--- src/clock_supervisor_pkg.sv ---
package clock_supervisor_pkg;

    // ------------------------------------------------------------------
    // timing
    // ------------------------------------------------------------------
    localparam int CLK_PERIOD_NS    = 100;        // pclk at 10 MHz
    localparam int WDT_BASE_TIME_NS = 4_000_000;  // 4 ms base period
    localparam int WDT_BASE_CYCLES  = WDT_BASE_TIME_NS / CLK_PERIOD_NS;
    localparam int SAMPLE_DIV_W     = 6;          // divide by 64
    localparam logic [SAMPLE_DIV_W-1:0] SAMPLE_RISE_CNT = 6'h1f;
    localparam logic [SAMPLE_DIV_W-1:0] SAMPLE_FALL_CNT = 6'h3f;
    localparam int POSTSCALE_W      = 16;

    // ------------------------------------------------------------------
    // bus and register map
    // ------------------------------------------------------------------
    localparam int ADDR_W = 8;
    localparam int DATA_W = 32;
    localparam logic [7:0] WDT_CTRL_OFFSET    = 8'h00;
    localparam logic [7:0] OSC_CTRL_OFFSET    = 8'h04;
    localparam logic [7:0] IRQ2_OFFSET        = 8'h08;
    localparam logic [7:0] RESET_CAUSE_OFFSET = 8'h0c;

    // field positions
    localparam int SW_WDT_EN_BIT  = 0;
    localparam int FREQ_SEL_LSB   = 4;
    localparam int FREQ_SEL_MSB   = 6;
    localparam int PRI_READY_BIT  = 3;
    localparam int CLK_SEL_LSB    = 0;
    localparam int CLK_SEL_MSB    = 1;
    localparam int OSC_FAIL_BIT   = 7;
    localparam int TIMEOUT_N_BIT  = 3;

    // reset values
    localparam logic       SW_WDT_EN_RESET   = 1'b0;
    localparam logic [2:0] FREQ_SEL_RESET    = 3'h0;
    localparam logic [1:0] CLK_SEL_RESET     = 2'h0;
    localparam logic       TIMEOUT_N_RESET   = 1'b1;

    // system clock select encodings
    localparam logic [1:0] CLK_SEL_PRIMARY   = 2'h0;
    localparam logic [1:0] CLK_SEL_SECONDARY = 2'h1;

    // clock source states, gray along startup -> primary -> failsafe
    typedef enum logic [1:0] {
        ST_STARTUP   = 2'b00,
        ST_PRIMARY   = 2'b01,
        ST_FAILSAFE  = 2'b11,
        ST_ALTERNATE = 2'b10
    } clk_state_type;

endpackage

--- src/level_sync.sv ---
// two-flop synchroniser for levels from outside the pclk domain
module level_sync #(
    parameter int WIDTH = 1
) (
    input  wire logic             pclk,
    input  wire logic             presetn,
    input  wire logic             clk_enable,
    input  wire logic [WIDTH-1:0] async_in,
    output logic      [WIDTH-1:0] sync_out
);
    logic [WIDTH-1:0] stage1_reg;

    // ------------------------------------------------------------------
    // two stages, second read only
    // ------------------------------------------------------------------
    always_ff @(posedge pclk or negedge presetn) begin
        if (!presetn) begin
            stage1_reg <= '0;
            sync_out   <= '0;
        end else if (clk_enable) begin
            stage1_reg <= async_in;
            sync_out   <= stage1_reg;
        end
    end
endmodule // level_sync

--- src/clock_supervisor_watchdog.sv ---
module clock_supervisor_watchdog #(
    parameter int WDT_BASE_CYCLES = clock_supervisor_pkg::WDT_BASE_CYCLES
) (
    input  wire logic                                   pclk,
    input  wire logic                                   presetn,
    input  wire logic                                   clk_enable,
    input  wire logic                                   psel,
    input  wire logic                                   penable,
    input  wire logic                                   pwrite,
    input  wire logic [clock_supervisor_pkg::ADDR_W-1:0] paddr,
    input  wire logic [clock_supervisor_pkg::DATA_W-1:0] pwdata,
    output logic      [clock_supervisor_pkg::DATA_W-1:0] prdata,
    output logic                                        pready,
    output logic                                        pslverr,
    input  wire logic                                   primary_osc_clk,
    input  wire logic                                   secondary_osc_clk,
    input  wire logic                                   osc_startup_done,
    input  wire logic                                   cfg_watchdog_enable,
    input  wire logic [3:0]                             cfg_postscale_select,
    input  wire logic                                   two_speed_enable,
    input  wire logic                                   fail_monitor_enable,
    input  wire logic                                   sleep_instr,
    input  wire logic                                   clear_watchdog_instr,
    input  wire logic                                   wake_event,
    input  wire logic                                   power_managed_entry,
    output logic                                        clock_select_internal,
    output logic                                        primary_run_mode,
    output logic                                        internal_rc_enable,
    output logic                                        osc_fail_flag,
    output logic                                        watchdog_timeout
);
    import clock_supervisor_pkg::*;

    // ------------------------------------------------------------------
    // declarations
    // ------------------------------------------------------------------
    logic                    sw_watchdog_enable_reg;
    logic [2:0]              internal_freq_select_reg;
    logic [1:0]              system_clock_select_reg;
    logic                    timeout_n_reg;
    logic                    freq_changed_reg;
    clk_state_type           state_reg, state_next;
    logic [2:0]              osc_sync;
    logic                    prim_sync, sec_sync, ost_sync;
    logic                    mon_clk_prev_reg;
    logic                    monitor_latch_reg;
    logic [SAMPLE_DIV_W-1:0] sample_div_reg;
    logic [31:0]             base_cnt_reg;
    logic [POSTSCALE_W-1:0]  postscale_reg;
    logic                    wdt_on, rc_on, mon_active, mon_clk;
    logic                    mon_fall, sample_rise, sample_fall;
    logic                    fail_pulse, wdt_clear, base_tick, tap_hit;
    logic                    pm_entry;
    logic                    apb_setup, apb_done, addr_ok;
    logic [POSTSCALE_W-1:0]  tap_last;
    logic [DATA_W-1:0]       read_word;

    // ------------------------------------------------------------------
    // pin synchronisers
    // ------------------------------------------------------------------
    level_sync #(.WIDTH(3)) u_pin_sync (
        .pclk       (pclk),
        .presetn    (presetn),
        .clk_enable (clk_enable),
        .async_in   ({osc_startup_done, secondary_osc_clk, primary_osc_clk}),
        .sync_out   (osc_sync)
    );
    assign {ost_sync, sec_sync, prim_sync} = osc_sync;

    // ------------------------------------------------------------------
    // enables and event decode
    // ------------------------------------------------------------------
    // config enable overrides, software bit used only when it is off
    assign wdt_on   = cfg_watchdog_enable | sw_watchdog_enable_reg;
    // rc clock runs for watchdog or monitor, independently
    assign rc_on    = wdt_on | fail_monitor_enable;
    assign pm_entry = power_managed_entry | sleep_instr;
    // monitored source: secondary only when selected, else primary
    assign mon_clk  = (system_clock_select_reg == CLK_SEL_SECONDARY)
                      ? sec_sync : prim_sync;
    assign mon_active = fail_monitor_enable &
                        ((state_reg == ST_PRIMARY) |
                         ((state_reg == ST_ALTERNATE) &
                          (system_clock_select_reg == CLK_SEL_SECONDARY)));
    assign mon_fall    = mon_clk_prev_reg & ~mon_clk;
    assign sample_rise = rc_on & (sample_div_reg == SAMPLE_RISE_CNT);
    assign sample_fall = rc_on & (sample_div_reg == SAMPLE_FALL_CNT);
    // failure decided on sample fall, all in pclk domain
    assign fail_pulse  = mon_active & sample_fall
                         & monitor_latch_reg;
    assign wdt_clear   = sleep_instr | clear_watchdog_instr
                         | freq_changed_reg | fail_pulse;
    assign base_tick   = wdt_on & (base_cnt_reg == 32'(WDT_BASE_CYCLES - 1));
    assign tap_last    = POSTSCALE_W'((17'h1 << cfg_postscale_select) - 17'h1);
    assign tap_hit     = base_tick & (postscale_reg == tap_last);

    // ------------------------------------------------------------------
    // sample clock divider
    // ------------------------------------------------------------------
    // free running while rc clock enabled, divide by 64
    always_ff @(posedge pclk or negedge presetn) begin
        if (!presetn) begin
            sample_div_reg <= '0;
        end else if (clk_enable && rc_on) begin
            sample_div_reg <= sample_div_reg + 6'h01;
        end
    end

    // ------------------------------------------------------------------
    // clock monitor latch
    // ------------------------------------------------------------------
    // set on device clock fall, cleared on sample rise; set wins
    always_ff @(posedge pclk or negedge presetn) begin
        if (!presetn) begin
            mon_clk_prev_reg  <= 1'b0;
            monitor_latch_reg <= 1'b0;
        end else if (clk_enable) begin
            mon_clk_prev_reg <= mon_clk;
            if (mon_fall) begin
                monitor_latch_reg <= 1'b1;
            end else if (sample_rise) begin
                monitor_latch_reg <= 1'b0;
            end
        end
    end

    // ------------------------------------------------------------------
    // watchdog base counter and postscaler
    // ------------------------------------------------------------------
    always_ff @(posedge pclk or negedge presetn) begin
        if (!presetn) begin
            base_cnt_reg  <= '0;
            postscale_reg <= '0;
        end else if (clk_enable) begin
            if (wdt_clear || !wdt_on) begin
                base_cnt_reg  <= '0;
                postscale_reg <= '0;
            end else if (base_tick) begin
                base_cnt_reg  <= '0;
                postscale_reg <= tap_hit ? '0 : postscale_reg + 16'h0001;
            end else begin
                base_cnt_reg  <= base_cnt_reg + 32'h1;
            end
        end
    end

    // time-out pulse, one cycle
    always_ff @(posedge pclk or negedge presetn) begin
        if (!presetn) begin
            watchdog_timeout <= 1'b0;
        end else if (clk_enable) begin
            watchdog_timeout <= tap_hit & ~wdt_clear;
        end
    end

    // ------------------------------------------------------------------
    // clock source state machine
    // ------------------------------------------------------------------
    always_comb begin
        state_next = state_reg;
        case (state_reg)
            ST_STARTUP: begin
                if (pm_entry && system_clock_select_reg != CLK_SEL_PRIMARY)
                    state_next = ST_ALTERNATE;
                else if (ost_sync)
                    state_next = ST_PRIMARY;
            end
            ST_PRIMARY: begin
                if (fail_pulse)
                    state_next = ST_FAILSAFE;
                else if (pm_entry &&
                         system_clock_select_reg != CLK_SEL_PRIMARY)
                    state_next = ST_ALTERNATE;
                else if (wake_event && two_speed_enable)
                    state_next = ST_STARTUP;
            end
            ST_FAILSAFE: begin
                if (pm_entry)
                    state_next = (system_clock_select_reg == CLK_SEL_PRIMARY)
                                 ? ST_PRIMARY : ST_ALTERNATE;
            end
            ST_ALTERNATE: begin
                if (fail_pulse)
                    state_next = ST_FAILSAFE;
                else if (pm_entry &&
                         system_clock_select_reg == CLK_SEL_PRIMARY)
                    state_next = ST_PRIMARY;
            end
            default: state_next = ST_STARTUP;
        endcase
    end

    // reset always starts in the start-up state on the internal clock; start-up then keeps it only with two-speed or monitor enabled
    always_ff @(posedge pclk or negedge presetn) begin
        if (!presetn) begin
            state_reg <= ST_STARTUP;
        end else if (clk_enable) begin
            state_reg <= state_next;
        end
    end

    // ------------------------------------------------------------------
    // registered clock outputs
    // ------------------------------------------------------------------
    always_ff @(posedge pclk or negedge presetn) begin
        if (!presetn) begin
            clock_select_internal <= 1'b1;
            primary_run_mode      <= 1'b0;
            internal_rc_enable    <= 1'b0;
        end else if (clk_enable) begin
            case (state_next)
                ST_STARTUP:   clock_select_internal <= two_speed_enable
                                  | fail_monitor_enable;
                ST_FAILSAFE:  clock_select_internal <= 1'b1;
                ST_ALTERNATE: clock_select_internal <=
                                  system_clock_select_reg != CLK_SEL_SECONDARY;
                default:      clock_select_internal <= 1'b0;
            endcase
            primary_run_mode   <= state_next == ST_PRIMARY;
            internal_rc_enable <= rc_on;
        end
    end

    // ------------------------------------------------------------------
    // apb slave, one wait state per access
    // ------------------------------------------------------------------
    assign apb_setup = psel & penable & ~pready;
    assign apb_done  = psel & penable & pready;
    assign addr_ok   = (paddr == WDT_CTRL_OFFSET) | (paddr == OSC_CTRL_OFFSET)
                       | (paddr == IRQ2_OFFSET) | (paddr == RESET_CAUSE_OFFSET);

    // read mux, unused bits zero
    always_comb begin
        read_word = '0;
        case (paddr)
            WDT_CTRL_OFFSET:
                read_word[SW_WDT_EN_BIT] = sw_watchdog_enable_reg;
            OSC_CTRL_OFFSET: begin
                read_word[FREQ_SEL_MSB:FREQ_SEL_LSB] =
                    internal_freq_select_reg;
                read_word[PRI_READY_BIT] = state_reg == ST_PRIMARY;
                read_word[CLK_SEL_MSB:CLK_SEL_LSB] = system_clock_select_reg;
            end
            IRQ2_OFFSET:
                read_word[OSC_FAIL_BIT] = osc_fail_flag;
            RESET_CAUSE_OFFSET:
                read_word[TIMEOUT_N_BIT] = timeout_n_reg;
            default: read_word = '0;
        endcase
    end

    always_ff @(posedge pclk or negedge presetn) begin
        if (!presetn) begin
            pready  <= 1'b0;
            pslverr <= 1'b0;
            prdata  <= '0;
        end else if (clk_enable) begin
            pready  <= apb_setup;
            pslverr <= apb_setup & ~addr_ok;
            prdata  <= (apb_setup && !pwrite) ? read_word : '0;
        end
    end

    // ------------------------------------------------------------------
    // software registers
    // ------------------------------------------------------------------
    // hardware never edits these fields, so only APB writes change them from reset values
    always_ff @(posedge pclk or negedge presetn) begin
        if (!presetn) begin
            sw_watchdog_enable_reg   <= SW_WDT_EN_RESET;
            internal_freq_select_reg <= FREQ_SEL_RESET;
            system_clock_select_reg  <= CLK_SEL_RESET;
            freq_changed_reg         <= 1'b0;
        end else if (clk_enable) begin
            freq_changed_reg <= 1'b0;
            if (apb_done && pwrite && paddr == WDT_CTRL_OFFSET)
                sw_watchdog_enable_reg <= pwdata[SW_WDT_EN_BIT];
            if (apb_done && pwrite && paddr == OSC_CTRL_OFFSET) begin
                internal_freq_select_reg <= pwdata[FREQ_SEL_MSB:FREQ_SEL_LSB];
                system_clock_select_reg  <= pwdata[CLK_SEL_MSB:CLK_SEL_LSB];
                freq_changed_reg <= pwdata[FREQ_SEL_MSB:FREQ_SEL_LSB]
                                    != internal_freq_select_reg;
            end
        end
    end

    // fail flag: hardware set wins over software clear
    always_ff @(posedge pclk or negedge presetn) begin
        if (!presetn) begin
            osc_fail_flag <= 1'b0;
        end else if (clk_enable) begin
            if (fail_pulse)
                osc_fail_flag <= 1'b1;
            else if (apb_done && pwrite && paddr == IRQ2_OFFSET)
                osc_fail_flag <= pwdata[OSC_FAIL_BIT];
        end
    end

    // reset cause: time-out drops the bit, software sets it again
    always_ff @(posedge pclk or negedge presetn) begin
        if (!presetn) begin
            timeout_n_reg <= TIMEOUT_N_RESET;
        end else if (clk_enable) begin
            if (watchdog_timeout)
                timeout_n_reg <= 1'b0;
            else if (apb_done && pwrite && paddr == RESET_CAUSE_OFFSET)
                timeout_n_reg <= pwdata[TIMEOUT_N_BIT];
        end
    end
endmodule // clock_supervisor_watchdog

--- config.mk ---
export PLATFORM = sky130hd
export DESIGN_NAME = clock_supervisor_watchdog
export DESIGN_NICKNAME = d
export VERILOG_FILES = /design/src/clock_supervisor_pkg.sv /design/src/level_sync.sv /design/src/clock_supervisor_watchdog.sv
export SDC_FILE = /design/constraint.sdc
export NUM_CORES = 1
export LEC_CHECK = 0
export BUFFER_PORTS_ARGS = -buffer_cell sky130_fd_sc_hd__buf_2
export CORE_MARGIN = 1
export CORE_UTILIZATION = 44
export DETAILED_ROUTE_END_ITERATION = 8
export GPL_ROUTABILITY_DRIVEN = 0
export PLACE_DENSITY_LB_ADDON = 0.05
export SLEW_MARGIN = 20
export SYNTH_ARGS = -nofsm -noshare
export SYNTH_HDL_FRONTEND = slang
export SYNTH_SLANG_ARGS = --single-unit
--- constraint.sdc ---
create_clock -name pclk -period 3.4 [get_ports pclk]
set_input_delay 0.17 -clock pclk [delete_from_list [all_inputs] [get_ports pclk]]
set_output_delay 0.17 -clock pclk [all_outputs]
set_load 0.02 [all_outputs]
==> After elaboration in Yosys (flattened, before gate mapping) <==
Index checks and enable logic that the tools add are counted.
{ "op_classes": {"addsub": 4, "eq_ne": 16, "shifts": 1, "mux": 30, "bitwise": 29, "n_reduce_logical": 28} }
{ "ops": {"columns": ["operator", "n"], "rows": [
  ["2-to-1 mux 32 bit", 2],
  ["2-to-1 mux 16 bit", 3],
  ["adder 32 x 1 -> 32 bit, second input constant", 1],
  ["== test 32 x 16 -> 1 bit, second input constant", 1],
  ["2-to-1 mux 2 bit", 9],
  ["adder 16 x 1 -> 16 bit, second input constant", 1],
  ["== test 16 bit", 1],
  ["== test 8 x 4 -> 1 bit, second input constant", 2],
  ["<< shifter 1 x 4 -> 16 bit, first input constant", 1],
  ["subtractor 16 x 1 -> 16 bit, second input constant", 1],
  ["AND 1 bit", 14],
  ["AND reduction 2 bit", 6],
  ["OR 1 bit", 11],
  ["logical AND 1 bit", 10],
  ["2-to-1 mux 1 bit", 10],
  ["nonzero test 2 bit", 5],
  ["== test 2 bit, second input constant", 4],
  ["== test 8 x 3 -> 1 bit, second input constant", 1],
  ["logical NOT 8 bit", 1],
  ["2-to-1 mux 8 bit", 1],
  ["one-hot mux 2 bit (4 select lines)", 1],
  ["adder 6 x 1 -> 6 bit, second input constant", 1],
  ["== test 2 x 1 -> 1 bit, second input constant", 3],
  ["== test 6 x 5 -> 1 bit, second input constant", 1],
  ["10 further kinds", 17]
]} }
{ "totals": {"reg_bits": 111, "in_bits": 60} }

==> Depth between registers and ports, before layout <==
{ "logic_depth": {"word_depth": 10, "depth_mapped": 12, "mapped_depth_nobuf": 10} }

==> Hierarchy <==
A second synthesis with hierarchy kept.
{ "hier_totals": {"cells_unflattened": 543, "hier_area_um2": 4964.8} }
{ "modules_own_cells": {"columns": ["mod", "n_inst", "cells_per_inst", "area_each_um2", "seq_area_each_um2"], "rows": [
  ["clock_supervisor_watchdog", 1, 530, 4713.3, 2004.4],
  ["level_sync", 1, 13, 251.5, 150.1]
]} }

==> Worst setup path before layout <==
OpenSTA, ideal clock, no wires.
{ "synth_timing": {"kind": "input -> register", "start": "in cfg_postscale_select[3]", "end": "reg postscale_reg[10]", "setup_ns": 0.128, "arrival_ns": 2.467, "t_required_ns": 3.272, "setup_slack_ns": 0.805, "stages": 12, "cell_sequence": "nor3_1 > nand2b_1 > ha_1 > buf_2 > xnor2_1 > nor3b_1 > o21ai_1 > a2111oi_4 > and4_1 > buf_4 > a2bb2oi_1 > o31ai_1"} }
{ "synth_between": {"elab_chain_len": 7} }
{ "synth_rtl": {"columns": ["element", "line", "source"], "rows": [
  ["start: declaration", "clock_supervisor_watchdog.sv:19", "input wire logic [3:0] cfg_postscale_select,"],
  ["<< shifter 1 x 4 -> 16 bit", "clock_supervisor_watchdog.sv:94", "assign tap_last = POSTSCALE_W'((17'h1 << cfg_postscale_select) - 17'h1);"],
  ["subtractor 16 x 1 -> 16 bit", "clock_supervisor_watchdog.sv:94", null],
  ["== test 16 bit", "clock_supervisor_watchdog.sv:95", "assign tap_hit = base_tick & (postscale_reg == tap_last);"],
  ["AND 1 bit", "clock_supervisor_watchdog.sv:95", null],
  ["2-to-1 mux 16 bit", "clock_supervisor_watchdog.sv:140", "postscale_reg <= tap_hit ? '0 : postscale_reg + 16'h0001;"],
  ["2-to-1 mux 16 bit", "clock_supervisor_watchdog.sv:138", "end else if (base_tick) begin"],
  ["2-to-1 mux 16 bit", "clock_supervisor_watchdog.sv:135", "if (wdt_clear || !wdt_on) begin"],
  ["end signal: assignment", "clock_supervisor_watchdog.sv:140", null],
  ["end: declaration", "clock_supervisor_watchdog.sv:49", "logic [POSTSCALE_W-1:0] postscale_reg;"]
]} }
No other way between the ends. The select of a mux whose other input is x is not followed.
A chain may end at the register's enable or synchronous reset.

==> Worst setup path after layout <==
{ "layout_timing": {"start": "reg sample_div_reg[0]", "end": "reg postscale_reg[15]"} }
{ "layout_between": {"elab_chain_len": 8, "elab_cells_between_ends": 9, "classes_between": "eq/ne (1); mux (1); bitwise (4); reduce/logical (3)"} }
{ "layout_rtl": {"columns": ["element", "line", "source"], "rows": [
  ["start: declaration", "clock_supervisor_watchdog.sv:47", "logic [SAMPLE_DIV_W-1:0] sample_div_reg;"],
  ["start signal: assignment", "clock_supervisor_watchdog.sv:105", "sample_div_reg <= sample_div_reg + 6'h01;"],
  ["== test 6 bit (*)", "clock_supervisor_watchdog.sv:87", "assign sample_fall = rc_on & (sample_div_reg == SAMPLE_FALL_CNT);"],
  ["AND 1 bit (*)", "clock_supervisor_watchdog.sv:87", null],
  ["AND 1 bit (*)", "clock_supervisor_watchdog.sv:89", "assign fail_pulse = mon_active & sample_fall"],
  ["AND 1 bit (*)", "clock_supervisor_watchdog.sv:90", "& monitor_latch_reg;"],
  ["OR 1 bit (*)", "clock_supervisor_watchdog.sv:92", "| freq_changed_reg | fail_pulse;"],
  ["logical OR 1 bit (*)", "clock_supervisor_watchdog.sv:135", null],
  ["nonzero test 2 bit (no source line)", null, null],
  ["AND reduction 2 bit (no source line)", null, null]
]} }
Mark *: on every way between the ends. The rest lies on a longest branch, timed or not.

==> summary.md <==
| Metric | Value |
|---|---|
| Critical-path maximum fanout | `12` |
| Max Slew Vio Count | `0` |
| Distinct cells, synth | `66` |
| Layout cells sized above 1 | `17.7%` |
| Endpoints failing setup | `0` |
| FP Rows | `39` |
| Initial Util | `45.0%` |
| Gr usage total | `20.1%` |
| Final Cycle Share | `79.7%` |
| Fraction of registers with async set/reset | `100%` |
| CP Cell Sequence | `ha_1, nand3_1, a2111oi_4, or3_1, o21ai_2, or4_1, nand2_1, a22o_1` |
| Ys flop type | `dfrtp_1` |
| Via count | `4,093` |
| Chip Width | `110 um` |
| Slowest Stage Delay on Critical Path | `0.54 ns` |
| TritonCTS Buffers | `9` |
| Largest net degree at the start of global routing | `35` |
| Core area | `0.0114 mm^2` |
| Die Y | `110 um` |
| I/O pins | `99` |
| Routed wire length per instance | `15.5 um` |
| Via density | `5.59` |
| Overall Power | `2.40 mW` |
| Adder-Cell Fraction of Synth Area | `0.973%` |
| Avg Cell Area, Syn | `9.49 um^2` |
| # resized after CTS | `0` |
| Final wirelength | `11,300 um` |
| Buf/Inv on CP | `0` |
| DRC viols | `0` |
| Pre-antenna DRT Iters | `4` |
| Mux cell area share after synthesis | `3.45%` |
| N_diodes | `0` |
| Fin crit period | `2.71 ns` |
| FF+latch count, synth | `86` |
| Fin Hold WS | `0.0335 ns` |
| Clock transition at path regs | `0.06 ns` |
| Clock Tree Buf Depth | `2` |
| Mapped Cells | `542` |
| Seq/Total Area, Yosys | `41.9%` |
| Max Clk Rate | `369 MHz` |
| Yosys Warn Count | `0` |
| Detailed Place HPWL | `8120 um` |
| Clk Latency, worst-skew pair | `0.35 ns` |
| Final ANT Viol Nets | `0` |
| Simple-Gate Fraction of Synth Area | `24.0%` |
| Initial antenna violation count | `0` |
| Area growth syn-to-layout | `10.3%` |
| CP max stage cell | `or4_1` |
| Final Hold Viols | `0` |
| Worst Tran Pin Value | `0.545 ns` |
| Largest family of logic cells by synthesized area | `simple AND/OR/NAND/NOR gates` |
| Fin cells | `732` |
| Port bufs | `48` |
| Hold Path Class | `primary input to flop` |
| CP top delay family | `simple AND/OR/NAND/NOR gates` |
| Clock Skew | `0.0102 ns` |
| Grt ovf | `0` |
| WP data required | `3.68 ns` |
| First-pass GRT wire length | `18,600 um` |
| Commonest non-fill, non-tap cell in the layout | `dfrtp_1` |
| Placed cells | `715` |
| Worst VDD drop | `336 uV` |
| Final nets | `648` |
| Power per Cell Area | `423 mW/mm^2` |
| Vias in the first global route | `3,805` |
| Die Area | `0.0121 mm^2` |
| RSZ-0062 raised after global routing | `false` |
| Syn Std Cell Area | `0.00514 mm^2` |
| Status | `finished, final reports clean` |
| EDFF count, synth | `0` |
| Crit path DAT | `2.99 ns` |
| Largest register FFs | `32` |
| Post-Synth XOR/XNOR Area | `6.81%` |
| CTS root buf | `clkbuf_16` |
| WS Path Type | `flop to flop` |
| Crit end category | `flop` |
| Setup_tns | `0 ns` |
| CTS tree | `built` |
| Cell leakage power | `2.48 nW` |
| Placed inst area | `0.00539 mm^2` |
| Slew headroom | `63.4%` |
| Design area | `0.00568 mm^2` |
| Post-synthesis compound-gate area fraction | `15.1%` |
| Max Cap Viol | `0` |
| # H-tree levels | `3` |
| Critical Path Source Type | `flop` |
| Most frequent cells in the layout | `dfrtp_1 (84), nor2_1 (50), buf_2 (47), nand2_1 (43), nand3_1 (26)` |
| Clk sinks | `86` |
| Starting DRT DRC Count | `215` |
==> stage by stage <==
| stage | worst slack, ns | util (%) |
|---|---|---|
| 4_1_cts | 0.667 | 49.7 |
| 2_1_floorplan | 0.805 | - |
| 6_report | 0.689 | 49.7 |
| 5_1_grt | 0.482 | 49.7 |
| 3_3_place_gp | 0.404 | 47.2 |
| 3_5_place_dp | 0.364 | 47.2 |
==> area by class of cell <==
cell class              count  area [um^2]
repair buffers             59          328
inverters                  14         52.6
clock inverters             5         35.0
multi-input cells         414         2680
well taps                 143          179
clock buffers              11          243
fillers                  1072         5740
flip-flops and latches     86         2150
==> cell usage after synthesis, types with 3 or more instances <==
| cell | count | area share (%) |
|---|---|---|
| nor3_1 | 15 | 1.5 |
| xnor2_1 | 21 | 3.6 |
| buf_4 | 30 | 4.4 |
| and4_1 | 7 | 1.2 |
| xor2_1 | 19 | 3.2 |
| mux2_2 | 14 | 3.1 |
| o21ai_0 | 17 | 1.7 |
| o21ai_1 | 5 | 0.49 |
| or4_1 | 3 | 0.44 |
| and2_1 | 4 | 0.49 |
| nor4_1 | 10 | 1.2 |
| nand2b_1 | 7 | 0.85 |
| ha_1 | 4 | 0.97 |
| nand2_1 | 43 | 3.1 |
| o31ai_1 | 8 | 1.2 |
| nand3_1 | 26 | 2.5 |
| nand4_1 | 19 | 2.3 |
| or3_1 | 7 | 0.85 |
| a211oi_1 | 3 | 0.44 |
| o211ai_1 | 3 | 0.44 |
| o22ai_1 | 7 | 0.85 |
| buf_2 | 10 | 0.97 |
| inv_1 | 13 | 0.95 |
| buf_6 | 3 | 0.66 |
| a22o_1 | 7 | 1.2 |
| nor4b_1 | 3 | 0.51 |
| nand3b_1 | 3 | 0.44 |
| a31oi_1 | 7 | 0.85 |
| nor2_1 | 50 | 3.6 |
| o2bb2ai_1 | 11 | 1.9 |
| clkbuf_1 | 9 | 0.66 |
| dfrtp_1 | 84 | 41 |
| a21oi_1 | 10 | 0.97 |
| a2bb2oi_1 | 3 | 0.51 |
| o31a_1 | 3 | 0.51 |
| a32o_1 | 3 | 0.58 |
| and3_1 | 18 | 2.2 |
==> cells by family (layout without fill, tap and decap cells) <==
kind of cell    after synthesis  count (layout)
other cells                   1              25
flops                        86              86
compound gates              101             101
fa+ha+maj                     4               4
mux                          16              16
xor+xnor                     40              40
simple gates                228             228
buf+inv                      66              89
==> worst min-delay path, stage by stage <==
cell,delay [ns]
buf_2,0.09
nand2_1,0.05
o21ai_0,0.06
==> worst paths after layout <==
kind / cells after the start / startpoint / endpoint / slack [ns]
max: 8 / sample_div_reg[0]$_DFFE_PN0P_ / postscale_reg[15]$_DFFE_PN0P_ / 0.69
max in group asynchronous: 3 / presetn / timeout_n_reg$_DFFE_PN1P_ / 2.31
min in group asynchronous: 2 / presetn / prdata[6]$_DFFE_PN0P_ / 0.28
max reg2reg: 8 / sample_div_reg[0]$_DFFE_PN0P_ / postscale_reg[15]$_DFFE_PN0P_ / 0.69
min: 3 / pwdata[3] / timeout_n_reg$_DFFE_PN1P_ / 0.03
min reg2reg: 1 / internal_rc_enable$_DFFE_PN0P_ / internal_rc_enable$_DFFE_PN0P_ / 0.48
==> report_power, final <==
part	switching, mW	internal, mW	total (mW)
Sequential	0.0620	1.09	1.16
Clock	0.407	0.516	0.923
Combinational	0.199	0.122	0.320
Total	0.668	1.73	2.40
==> what timing repair did <==
action | 4_1_cts | 5_1_grt
hold endpoints to repair | 25 | 0
setup buffers | 0 | 0
hold buffers | 1 | 0
==> metal layers <==
| metal | share of wire, % | global-route usage, % |
|---|---|---|
| met1 | 49 | 28.0 |
| met4 | 1.1 | 8.18 |
| met3 | 2.9 | 4.06 |
| met5 | 0 | 0 |
| met2 | 47 | 30.4 |
Power figures use the tool's default switching activity.
